==> src/design/ppc_pkg.sv <==
`default_nettype none
package ppc_pkg;

    // ==============================================================
    // Register offsets (byte addresses on the 8-bit register port)
    // ==============================================================
    localparam logic [7:0] PPC_P1_CTRL_ADDR = 8'h1D;
    localparam logic [7:0] PPC_P1_ST0_ADDR = 8'h1E;
    localparam logic [7:0] PPC_P1_ST1_ADDR = 8'h1F;
    localparam logic [7:0] PPC_P2_CTRL_ADDR = 8'h2D;
    localparam logic [7:0] PPC_P2_ST0_ADDR = 8'h2E;
    localparam logic [7:0] PPC_P2_ST1_ADDR = 8'h2F;
    localparam logic [7:0] PPC_P3_ST1_ADDR = 8'h3F;
    localparam logic [7:0] PPC_IRQ_STATUS_ADDR = 8'hF0;
    localparam logic [7:0] PPC_IRQ_MASK_ADDR = 8'hF1;

    // ==============================================================
    // Field positions
    // ==============================================================
    localparam int PPC_VARIANT_BIT = 7;
    localparam int PPC_FEF_OFF_BIT = 4;
    localparam int PPC_IRQ_W = 5;
    localparam int PPC_IRQ_LINK_P1 = 0;
    localparam int PPC_IRQ_LINK_P2 = 1;
    localparam int PPC_IRQ_AN_P1 = 2;
    localparam int PPC_IRQ_AN_P2 = 3;
    localparam int PPC_IRQ_FEF_P1 = 4;

    // ==============================================================
    // Reset values
    // ==============================================================
    localparam logic [6:0] PPC_CTL_RESET = 7'h00;
    localparam logic [2:0] PPC_VARIANT_RESET = 3'h7;
    localparam logic [4:0] PPC_IRQ_MASK_RESET = 5'h00;
    localparam logic [7:0] PPC_RDATA_IDLE = 8'h00;

    // ==============================================================
    // Carriers
    // ==============================================================
    // Control bits 6..0 in register order
    typedef struct packed {
        logic tx_off;
        logic renegotiate;
        logic fef_off;
        logic power_down;
        logic xover_off;
        logic straight;
        logic loopback;
    } ppc_ctl_s;

    typedef struct packed {
        ppc_ctl_s ctl;
        logic variant;
    } ppc_phy_ctrl_s;

    typedef struct packed {
        logic mdix;
        logic negotiation_complete;
        logic link_good;
        logic [4:0] partner;
        logic pol_rev;
        logic tx_fc;
        logic rx_fc;
        logic speed100;
        logic full_duplex;
        logic far_fault;
    } ppc_phy_stat_s;

    typedef struct packed {
        logic tx_fc;
        logic rx_fc;
        logic speed100;
        logic full_duplex;
    } ppc_mii_stat_s;

endpackage
`default_nettype wire

==> src/design/ppc_regs.sv <==
`timescale 1ns/100ps
`default_nettype none
// Overview of operation
// Control bit 6 stops the port transmitter; resets to zero.
// Writing one to control bit 5 restarts auto-negotiation on the port.
// Control bit 4 disables far-end fault detection and pattern; port 1 only.
// Control bit 3 powers down the port transceiver; resets to zero.
// Control bit 2 disables auto crossover; port 2 reset value from strap.
// With crossover off, control bit 1 picks straight (1) or crossed (0).
// Control bit 0 loops the other port's traffic through this transceiver.
// Status bit 6 reads one once auto-negotiation has completed.
// Status bit 5 reads one while the port link is good.
// Status bits 4..0 show partner pause, 100 full/half, 10 full/half.
// Second status bit 7 picks crossover variant, resets one, no port 3 effect.
// Second status bit 5 shows reversed receive polarity, transceiver ports only.
// Second status bit 4 shows transmit flow control active.
// Second status bit 3 shows receive flow control active.
// Second status bit 2 shows speed: one for 100, zero for 10.
// Second status bit 1 shows duplex: one full, zero half.
// Second status bit 0 shows far-end fault on port 1 only.
// Software keeps reserved second status bit 6 at zero.
// Writes to read-only status bits are ignored; status stays live.
module ppc_regs (
    input wire logic CLOCK_I,
    input wire logic RST_I,
    input wire logic [7:0] ADDR_I,
    input wire logic [7:0] WDATA_I,
    input wire logic WR_I,
    input wire logic RD_I,
    output logic [7:0] RDATA_O,
    input wire ppc_pkg::ppc_phy_stat_s PHY1_STATUS_I,
    input wire ppc_pkg::ppc_phy_stat_s PHY2_STATUS_I,
    input wire ppc_pkg::ppc_mii_stat_s MII_STATUS_I,
    input wire logic PORT2_CROSSOVER_OFF_STRAP_I,
    input wire logic PORT2_STRAIGHT_FORCE_STRAP_I,
    output ppc_pkg::ppc_phy_ctrl_s PHY1_CTRL_O,
    output ppc_pkg::ppc_phy_ctrl_s PHY2_CTRL_O,
    output logic IRQ_O
);

    // ==============================================================
    // State
    // ==============================================================
    typedef struct packed {
        ppc_pkg::ppc_ctl_s [1:0] ctl;
        logic [2:0] variant;
        ppc_pkg::ppc_phy_stat_s [1:0] sync1;
        ppc_pkg::ppc_phy_stat_s [1:0] sync2;
        ppc_pkg::ppc_phy_stat_s [1:0] prev;
        ppc_pkg::ppc_mii_stat_s mii_sync1;
        ppc_pkg::ppc_mii_stat_s mii_sync2;
        logic [1:0] strap_sync1;
        logic [1:0] strap_sync2;
        logic [4:0] irq_status;
        logic [4:0] irq_mask;
        logic irq;
        logic [7:0] rdata;
    } ppc_state_s;

    ppc_state_s st_reg;
    ppc_state_s st_next;

    // ==============================================================
    // Decoding helpers
    // ==============================================================
    // First status register of a transceiver port
    function automatic logic [7:0] status0(input ppc_pkg::ppc_phy_stat_s s);
        return {s.mdix, s.negotiation_complete, s.link_good, s.partner};
    endfunction

    // Second status register; reserved bit 6 always reads zero
    function automatic logic [7:0] status1(input logic variant, input logic pol_rev,
                                           input ppc_pkg::ppc_mii_stat_s m, input logic far_fault);
        return {variant, 1'b0, pol_rev, m.tx_fc, m.rx_fc, m.speed100, m.full_duplex, far_fault};
    endfunction

    // Common MAC-side view of a transceiver port
    function automatic ppc_pkg::ppc_mii_stat_s mac_view(input ppc_pkg::ppc_phy_stat_s s);
        return '{tx_fc: s.tx_fc, rx_fc: s.rx_fc, speed100: s.speed100, full_duplex: s.full_duplex};
    endfunction

    // Control write; the fault-disable bit only exists on the fibre port
    function automatic ppc_pkg::ppc_ctl_s ctl_write(input logic [7:0] wd, input logic fibre);
        ppc_pkg::ppc_ctl_s c;
        c = ppc_pkg::ppc_ctl_s'(wd[6:0]);
        c.fef_off = fibre & wd[ppc_pkg::PPC_FEF_OFF_BIT];
        return c;
    endfunction

    // ==============================================================
    // Next-state logic
    // ==============================================================
    // Synchronisers keep running in reset so the straps settle before release
    always_comb begin
        logic [4:0] events;
        logic [4:0] clear;
        logic far_fault_p1;
        events = 5'h00;
        clear = 5'h00;
        far_fault_p1 = 1'b0;
        st_next = st_reg;

        st_next.sync1[0] = PHY1_STATUS_I;
        st_next.sync1[1] = PHY2_STATUS_I;
        st_next.sync2 = st_reg.sync1;
        st_next.prev = st_reg.sync2;
        st_next.mii_sync1 = MII_STATUS_I;
        st_next.mii_sync2 = st_reg.mii_sync1;
        st_next.strap_sync1 = {PORT2_STRAIGHT_FORCE_STRAP_I, PORT2_CROSSOVER_OFF_STRAP_I};
        st_next.strap_sync2 = st_reg.strap_sync1;

        // Restart request is a one-cycle pulse; a read strobed in that cycle returns one, later reads zero
        st_next.ctl[0].renegotiate = 1'b0;
        st_next.ctl[1].renegotiate = 1'b0;
        st_next.rdata = ppc_pkg::PPC_RDATA_IDLE;

        // Fault detection is blanked while disabled
        far_fault_p1 = st_reg.sync2[0].far_fault & ~st_reg.ctl[0].fef_off;

        // Events: link changes, negotiation done, new far-end fault
        events[ppc_pkg::PPC_IRQ_LINK_P1] = st_reg.sync2[0].link_good ^ st_reg.prev[0].link_good;
        events[ppc_pkg::PPC_IRQ_LINK_P2] = st_reg.sync2[1].link_good ^ st_reg.prev[1].link_good;
        events[ppc_pkg::PPC_IRQ_AN_P1] = st_reg.sync2[0].negotiation_complete & ~st_reg.prev[0].negotiation_complete;
        events[ppc_pkg::PPC_IRQ_AN_P2] = st_reg.sync2[1].negotiation_complete & ~st_reg.prev[1].negotiation_complete;
        events[ppc_pkg::PPC_IRQ_FEF_P1] = far_fault_p1 & ~st_reg.prev[0].far_fault;

        // Register writes; status registers take only the variant bit
        if (WR_I) begin
            case (ADDR_I)
                ppc_pkg::PPC_P1_CTRL_ADDR: begin
                    st_next.ctl[0] = ctl_write(WDATA_I, 1'b1);
                end
                ppc_pkg::PPC_P2_CTRL_ADDR: begin
                    st_next.ctl[1] = ctl_write(WDATA_I, 1'b0);
                end
                ppc_pkg::PPC_P1_ST1_ADDR: begin
                    st_next.variant[0] = WDATA_I[ppc_pkg::PPC_VARIANT_BIT];
                end
                ppc_pkg::PPC_P2_ST1_ADDR: begin
                    st_next.variant[1] = WDATA_I[ppc_pkg::PPC_VARIANT_BIT];
                end
                ppc_pkg::PPC_P3_ST1_ADDR: begin
                    st_next.variant[2] = WDATA_I[ppc_pkg::PPC_VARIANT_BIT];
                end
                ppc_pkg::PPC_IRQ_STATUS_ADDR: begin
                    clear = WDATA_I[4:0];
                end
                ppc_pkg::PPC_IRQ_MASK_ADDR: begin
                    st_next.irq_mask = WDATA_I[4:0];
                end
                default: begin
                end
            endcase
        end

        // Sticky status: a new event beats a clear in the same cycle
        st_next.irq_status = (st_reg.irq_status & ~clear) | events;

        // Register reads: live status, answered in the next cycle only
        if (RD_I) begin
            case (ADDR_I)
                ppc_pkg::PPC_P1_CTRL_ADDR: begin
                    st_next.rdata = {1'b0, st_reg.ctl[0]};
                end
                ppc_pkg::PPC_P2_CTRL_ADDR: begin
                    st_next.rdata = {1'b0, st_reg.ctl[1]};
                end
                ppc_pkg::PPC_P1_ST0_ADDR: begin
                    st_next.rdata = status0(st_reg.sync2[0]);
                end
                ppc_pkg::PPC_P2_ST0_ADDR: begin
                    st_next.rdata = status0(st_reg.sync2[1]);
                end
                ppc_pkg::PPC_P1_ST1_ADDR: begin
                    st_next.rdata = status1(st_reg.variant[0], st_reg.sync2[0].pol_rev,
                                            mac_view(st_reg.sync2[0]), far_fault_p1);
                end
                ppc_pkg::PPC_P2_ST1_ADDR: begin
                    st_next.rdata = status1(st_reg.variant[1], st_reg.sync2[1].pol_rev,
                                            mac_view(st_reg.sync2[1]), 1'b0);
                end
                ppc_pkg::PPC_P3_ST1_ADDR: begin
                    st_next.rdata = status1(st_reg.variant[2], 1'b0, st_reg.mii_sync2, 1'b0);
                end
                ppc_pkg::PPC_IRQ_STATUS_ADDR: begin
                    st_next.rdata = {3'h0, st_reg.irq_status};
                end
                ppc_pkg::PPC_IRQ_MASK_ADDR: begin
                    st_next.rdata = {3'h0, st_reg.irq_mask};
                end
                default: begin
                    st_next.rdata = ppc_pkg::PPC_RDATA_IDLE;
                end
            endcase
        end

        // Registered interrupt level, so the pin has no glitches
        st_next.irq = |(st_next.irq_status & st_next.irq_mask);

        // Synchronous reset; port 2 crossover bits come from the straps
        if (RST_I) begin
            st_next.ctl[0] = ppc_pkg::ppc_ctl_s'(ppc_pkg::PPC_CTL_RESET);
            st_next.ctl[1] = ppc_pkg::ppc_ctl_s'(ppc_pkg::PPC_CTL_RESET);
            st_next.ctl[1].xover_off = st_reg.strap_sync2[0];
            st_next.ctl[1].straight = st_reg.strap_sync2[1];
            st_next.variant = ppc_pkg::PPC_VARIANT_RESET;
            st_next.irq_status = 5'h00;
            st_next.irq_mask = ppc_pkg::PPC_IRQ_MASK_RESET;
            st_next.irq = 1'b0;
            st_next.rdata = ppc_pkg::PPC_RDATA_IDLE;
        end
    end

    // ==============================================================
    // State register
    // ==============================================================
    always_ff @(posedge CLOCK_I) begin
        st_reg <= st_next;
    end

    // ==============================================================
    // Outputs, all straight from flip-flops
    // ==============================================================
    // Port 3 variant bit is kept for software but drives nothing
    assign PHY1_CTRL_O = '{ctl: st_reg.ctl[0], variant: st_reg.variant[0]};
    assign PHY2_CTRL_O = '{ctl: st_reg.ctl[1], variant: st_reg.variant[1]};
    assign RDATA_O = st_reg.rdata;
    assign IRQ_O = st_reg.irq;

endmodule
`default_nettype wire

==> config.mk <==
export PLATFORM = sky130hd
export DESIGN_NAME = ppc_regs
export DESIGN_NICKNAME = d
export VERILOG_FILES = /design/src/design/ppc_pkg.sv /design/src/design/ppc_regs.sv
export SDC_FILE = /design/constraint.sdc
export NUM_CORES = 1
export LEC_CHECK = 0
export BUFFER_PORTS_ARGS = -buffer_cell sky130_fd_sc_hd__buf_2
export CORE_MARGIN = 10
export CORE_UTILIZATION = 35
export CTS_CLUSTER_DIAMETER = 100
export CTS_CLUSTER_SIZE = 14
export DETAILED_ROUTE_END_ITERATION = 6
export GPL_ROUTABILITY_DRIVEN = 0
export PLACE_DENSITY = 0.64
export SYNTH_ARGS = -nofsm -noshare
export SYNTH_HDL_FRONTEND = slang
export SYNTH_SLANG_ARGS = --single-unit
export TNS_END_PERCENT = 30
==> constraint.sdc <==
create_clock -name CLOCK_I -period 1.8 [get_ports CLOCK_I]
set_input_delay 0.27 -clock CLOCK_I [delete_from_list [all_inputs] [get_ports CLOCK_I]]
set_output_delay 0.27 -clock CLOCK_I [all_outputs]
set_load 0.01 [all_outputs]
==> flow_metrics.tcl, run 1 <==
set metrics [dict create \
    syn_area_per_cell_sq_um 11.0 \
    min_period_over_period 0.849 \
    ios 79 \
    synthesis.nets 371 \
    area_delta_synth_final_pct 32.5 \
    grt_pass1_wl_mm 14.2 \
    clock_latency_ns 0.38 \
    crit_type "input pin to flop" \
    cts.sinks 106 \
    rows 36 \
    busiest_layer "met2" \
    cts_setup_buffers 0 \
    grt_max_degree 28 \
    worstMarginPinSlew_ns 0.520 \
    slowest_delay_ns 0.56 \
    ys_seq_area_frac 0.613 \
    clockBufferDepth 2 \
    synth_common_cells "104 x dfxtp_1, 25 x nor2_1, 24 x buf_4, 24 x nand2_1, 17 x a21oi_1" \
    crit_arrival_ns 1.84 \
    drt_pass1_iterations 4 \
    peakVddDrop_mv 0.528 \
    stdcell_count 576 \
    ant_nets 0 \
    numCtsBuffers 9 \
    hp-class "input pin to flop" \
    use_met3 0.0478 \
    synth_area_leaders "dfxtp_1 60%, buf_4 5.2%, mux2i_1 3.7%" \
    synth_edf_count 2 \
    crit_path_end_kind "flop" \
    slowest_stage "or4b_4" \
    yosysMostFrequentCell "dfxtp_1" \
    synth_flop_cell "dfxtp_1" \
    grt_pass1_vias 2783 \
    fin_util 0.474 \
    cts_tree "yes" \
    slew_headroom 0.654 \
    fp.dieArea_sq_mm 0.0144 \
    fmax_mhz 654 \
    whs_ns 0.134 \
    status "finished clean" \
    synth-compound-area-share 0.137 \
    drive_gt1_frac 0.321 \
    yosys.area.top_type_share 0.596 \
    worstPathCellList "buf_2, or4b_4, o21ai_0, nand2_1, a311o_4, a31oi_2" \
    largest_reg_flops 60 \
    cp_top_family "compound AO/OA/AOI/OAI gates" \
    synth_top_area_cell "dfxtp_1" \
    synth_top_family_by_area "compound AO/OA/AOI/OAI gates" \
    skew_ns 0.0123 \
    hold_viol_final 0 \
    p_per_area_mw_per_mm2 931 \
    grtUsageMet2 0.205 \
    fin_nets 492 \
    wl_per_cell_um 15.7 \
    drt_first_iter_violations 153 \
    placement.cell_area_sq_mm 0.00408 \
    overflow 0 \
    yosys.area_share.adder 0 \
    synth_xor_area_frac 0.00501 \
    crit_buf_inv 1 \
    synth.distinct_cells 46 \
    synth_seq_cells 106 \
    syn_area_sq_mm 0.00350 \
    crit_required_ns 2.11 \
    met1_usage 0.144 \
    finalMaxSlewViolations 0 \
    synth-simple-area-share 0.134 \
    async_flop_share 0 \
    yosysWarnings 0 \
    leakage_nw 2.03 \
    dieWidth_um 120 \
    cp_max_fo 8 \
    setup_viol 0 \
    synthCells 317 \
    ctsHtreeMaxLevel 3 \
    dp_hpwl_mm 6.89 \
    portBuffers 76 \
    rsz0062_at_grt "no" \
    drc 0 \
    coreArea_sq_mm 0.00977 \
    muxShareOfSynthArea 0.0372 \
    cap_violations 0 \
    dp.cells 527 \
    antenna_found_initial 0 \
    die_y_um 120 \
    cp-start-kind "input pin" \
    power.total_w 0.00431 \
    clock-root-buffer "clkbuf_8" \
    min_period_ns 1.53 \
    gr-usage-all-layers 0.126 \
    n_antenna_cell 0 \
    vias_per_cell 4.64 \
    final_area_sq_mm 0.00463 \
    vias 2674 \
    path_clk_slew_ns 0.10 \
    wirelength_mm 9.02 \
    initial_utilization 0.358 \
]
## cells by family (layout without fill, tap and decap cells)
kind of cell | after synthesis | in the layout
AO/OA/AOI/OAI | 65 | 65
XOR/XNOR | 2 | 2
buffers and inverters | 43 | 169
flip-flops | 106 | 106
multiplexers | 13 | 13
other | 1 | 1
AND/OR/NAND/NOR | 87 | 87
## layout make-up
class | instances | area (sq um)
inverters | 9 | 33.8
multi-input cells | 168 | 1100
clock inverters | 7 | 95.1
clock buffers | 9 | 124
repair buffers | 144 | 973
fillers | 906 | 5140
flip-flops and latches | 106 | 2140
well taps | 133 | 166
## path summary, 6_finish.rpt
path              slack [ns]        start  cells past startpoint              to
setup / recovery        0.27    ADDR_I[7]                      6      RDATA_O[5]
hold / removal          0.13   WDATA_I[7]                      3  PHY2_CTRL_O[0]
setup reg to reg        0.34  st_next[42]                      5           IRQ_O
hold reg to reg         0.33  st_next[66]                      0     st_next[38]
## tightest hold or removal path, cell delays in order
cell,delay [ns]
buf_2,0.10
mux2i_1,0.06
nand2_1,0.06
## metal layers
metal  wire (um)  vias up
met4         169        0
met2        4280       87
met5           0        -
met1        3830     1243
li1            -     1333
met3         743       11
## stage by stage
step / TNS [ns] / setup slack, ns
2_1_floorplan: 0 / 0.0551
3_3_place_gp: -0.606 / -0.0788
3_5_place_dp: -1.11 / -0.0999
4_1_cts: 0 / 0.291
5_1_grt: 0 / 0.171
6_report: 0 / 0.271
## power by group
group / internal (W) / switching [W]
registers: 0.00245 / 0.0000340
clock network: 0.000686 / 0.000865
logic: 0.000155 / 0.000123
total: 0.00329 / 0.00102
## layout by cell type (no fill, tap or decap), types with 3 or more instances in the layout
cell and instances:
a22oi_1 7, inv_1 9, o22ai_1 5, a222oi_1 3, a221oi_1 6, o21ai_0 7
nand3_1 15, nand2b_1 3, a31oi_2 3, mux2i_1 13, a21oi_2 5, dfxtp_1 104
nor2_1 25, a21oi_1 17, buf_2 76, buf_4 35, clkbuf_8 9, nand2_1 24
dlygate4sd3_1 33
## what timing repair did
item,CTS,global route
endpoints found under the hold margin,33,0
hold buffers,33,0
endpoints found under the setup margin,0,0
gates resized for setup,0,0
Note: power is estimated with default switching activity, not from simulation.
==> run 2: changes to the inputs <==
==> constraint.sdc (replaced) <==
create_clock -name CLOCK_I -period 1.4 [get_ports CLOCK_I]
set_input_delay 0.21 -clock CLOCK_I [delete_from_list [all_inputs] [get_ports CLOCK_I]]
set_output_delay 0.21 -clock CLOCK_I [all_outputs]
set_load 0.01 [all_outputs]
==> run 2 against run 1 <==
  * The flow now finishes with violations (negative setup slack)
  * Power grew 26%
  * Combinational power up 39%
  * First-iteration DRC count up 41%
  * Clock skew down 0.0033 ns
  * Wire length about the same
  * Sequential power rose by 29%
  * Non-clock buffer count grew 13
  * Sequential cell count stayed put
  * Critical endpoint unchanged
==> flow_metrics.tcl, run 2 (same netlist as run 1, synthesis figures left out) <==
set metrics [dict create \
    met1_usage 0.146 \
    ant_nets 0 \
    numCtsBuffers 9 \
    vias 2709 \
    rsz0062_at_grt "yes" \
    power.total_w 0.00543 \
    vias_per_cell 4.60 \
    fin_nets 505 \
    cp-start-kind "input pin" \
    min_period_ns 1.43 \
    busiest_layer "met2" \
    drt_pass1_iterations 7 \
    dp_hpwl_mm 6.94 \
    n_antenna_cell 0 \
    nFillCells 912 \
    path_clk_slew_ns 0.10 \
    clock-root-buffer "clkbuf_8" \
    drc 0 \
    finalMaxSlewViolations 0 \
    crit_arrival_ns 1.73 \
    overflow 0 \
    rows 36 \
    setup_viol 2 \
    antenna_found_initial 0 \
    min_period_over_period 1.02 \
    ios 79 \
    area_delta_synth_final_pct 36.9 \
    grt_pass1_vias 2792 \
    whs_ns 0.0934 \
    place_ws_ns -0.454 \
    drt_first_iter_violations 216 \
    cp_max_fo 8 \
    gr-usage-all-layers 0.124 \
    portBuffers 76 \
    use_met3 0.0366 \
    setup_ws_ns -0.0264 \
    cap_violations 0 \
    clockBufferDepth 2 \
    drive_gt1_frac 0.357 \
    crit_type "input pin to flop" \
    fmax_mhz 701 \
    grt_pass1_wl_mm 14.1 \
    leakage_nw 2.09 \
    final_common_cell "dfxtp_1" \
    clock_latency_ns 0.37 \
    fin_setup_tns_ns -0.0268 \
    hold_viol_final 0 \
    wirelength_mm 9.02 \
    hp-class "input pin to flop" \
    cts.sinks 106 \
    violations "negative setup slack" \
    ctsHtreeMaxLevel 3 \
    status "finished, violations left" \
    placement.cell_area_sq_mm 0.00417 \
    crit_required_ns 1.70 \
    grt_max_degree 18 \
    die_y_um 120 \
    layout_common_cells "104 x dfxtp_1, 71 x buf_2, 49 x buf_4" \
    dieWidth_um 120 \
    grtUsageMet2 0.208 \
    final_area_sq_mm 0.00479 \
    coreArea_sq_mm 0.00977 \
    peakVddDrop_mv 0.452 \
    skew_ns 0.00901 \
    crit_path_end_kind "flop" \
    fp.dieArea_sq_mm 0.0144 \
    largest_reg_flops 60 \
    p_per_area_mw_per_mm2 1130 \
    cts_tree "yes" \
    wl_per_cell_um 15.3 \
    initial_utilization 0.358 \
]
run 2: cell count changes in the layout (fill, tap and decap cells not counted), moves of 2 or more:
cell,change
buf_4,+14
buf_2,-5
buf_6,+3
clkinv_2,+2
inv_8,-2
mux2i_1,-2
mux2i_2,+2
o21ai_0,-2
run 2: worst paths after layout:
kind | depth (start not counted) | slack, ns | from | to
setup / recovery | 6 | -0.03 | ADDR_I[6] | RDATA_O[5]
hold / removal | 3 | 0.09 | WDATA_I[5] | PHY1_CTRL_O[6]
setup reg to reg | 6 | 0.10 | st_next[42] | IRQ_O
hold reg to reg | 0 | 0.33 | st_next[75] | st_next[47]
run 2: metrics by stage:
step                       util  cells
final                     0.490    589
after floorplan               -    317
after detailed placement  0.427    537
after CTS                 0.481    586
after global placement    0.427    537
after global routing      0.490    589
run 2: cell type report:
type,count,area (sq um),share of cell area
clock buffer,10,128,0.0267
timing repair buffer,157,1100,0.230
tap,133,166,0.0348
inverter,9,33.8,0.00706
sequential,106,2140,0.447
multi-input combinational,168,1150,0.240
clock inverter,6,65.1,0.0136
run 2: critical path, stage by stage:
cell,delay (ns)
buf_8,0.10
or4b_4,0.58
nor2_4,0.14
nor3b_2,0.06
a311o_4,0.46
a31oi_2,0.17
run 2: per-layer routing:
layer  vias to the layer above  wire length (um)  share of wire
li1                       1356                 -              -
met1                      1247              3910           0.43
met2                        92              4410           0.49
met3                        14               530          0.059
met4                         0               170          0.019
met5                         -                 0              0
run 2: timing repair:
item                                   CTS  global route
setup endpoints to repair                8            11
hold buffers                            33             0
pin swaps                                2             8
gates resized for setup                  2            19
endpoints found under the hold margin   33             0
buffers inserted                         0             3
cloned                                   0             0
run 2: power by group:
part | total, W | internal, W | switching, W
clock network | 0.00185 | 0.000834 | 0.00101
registers | 0.00320 | 0.00315 | 0.0000467
logic | 0.000387 | 0.000223 | 0.000164
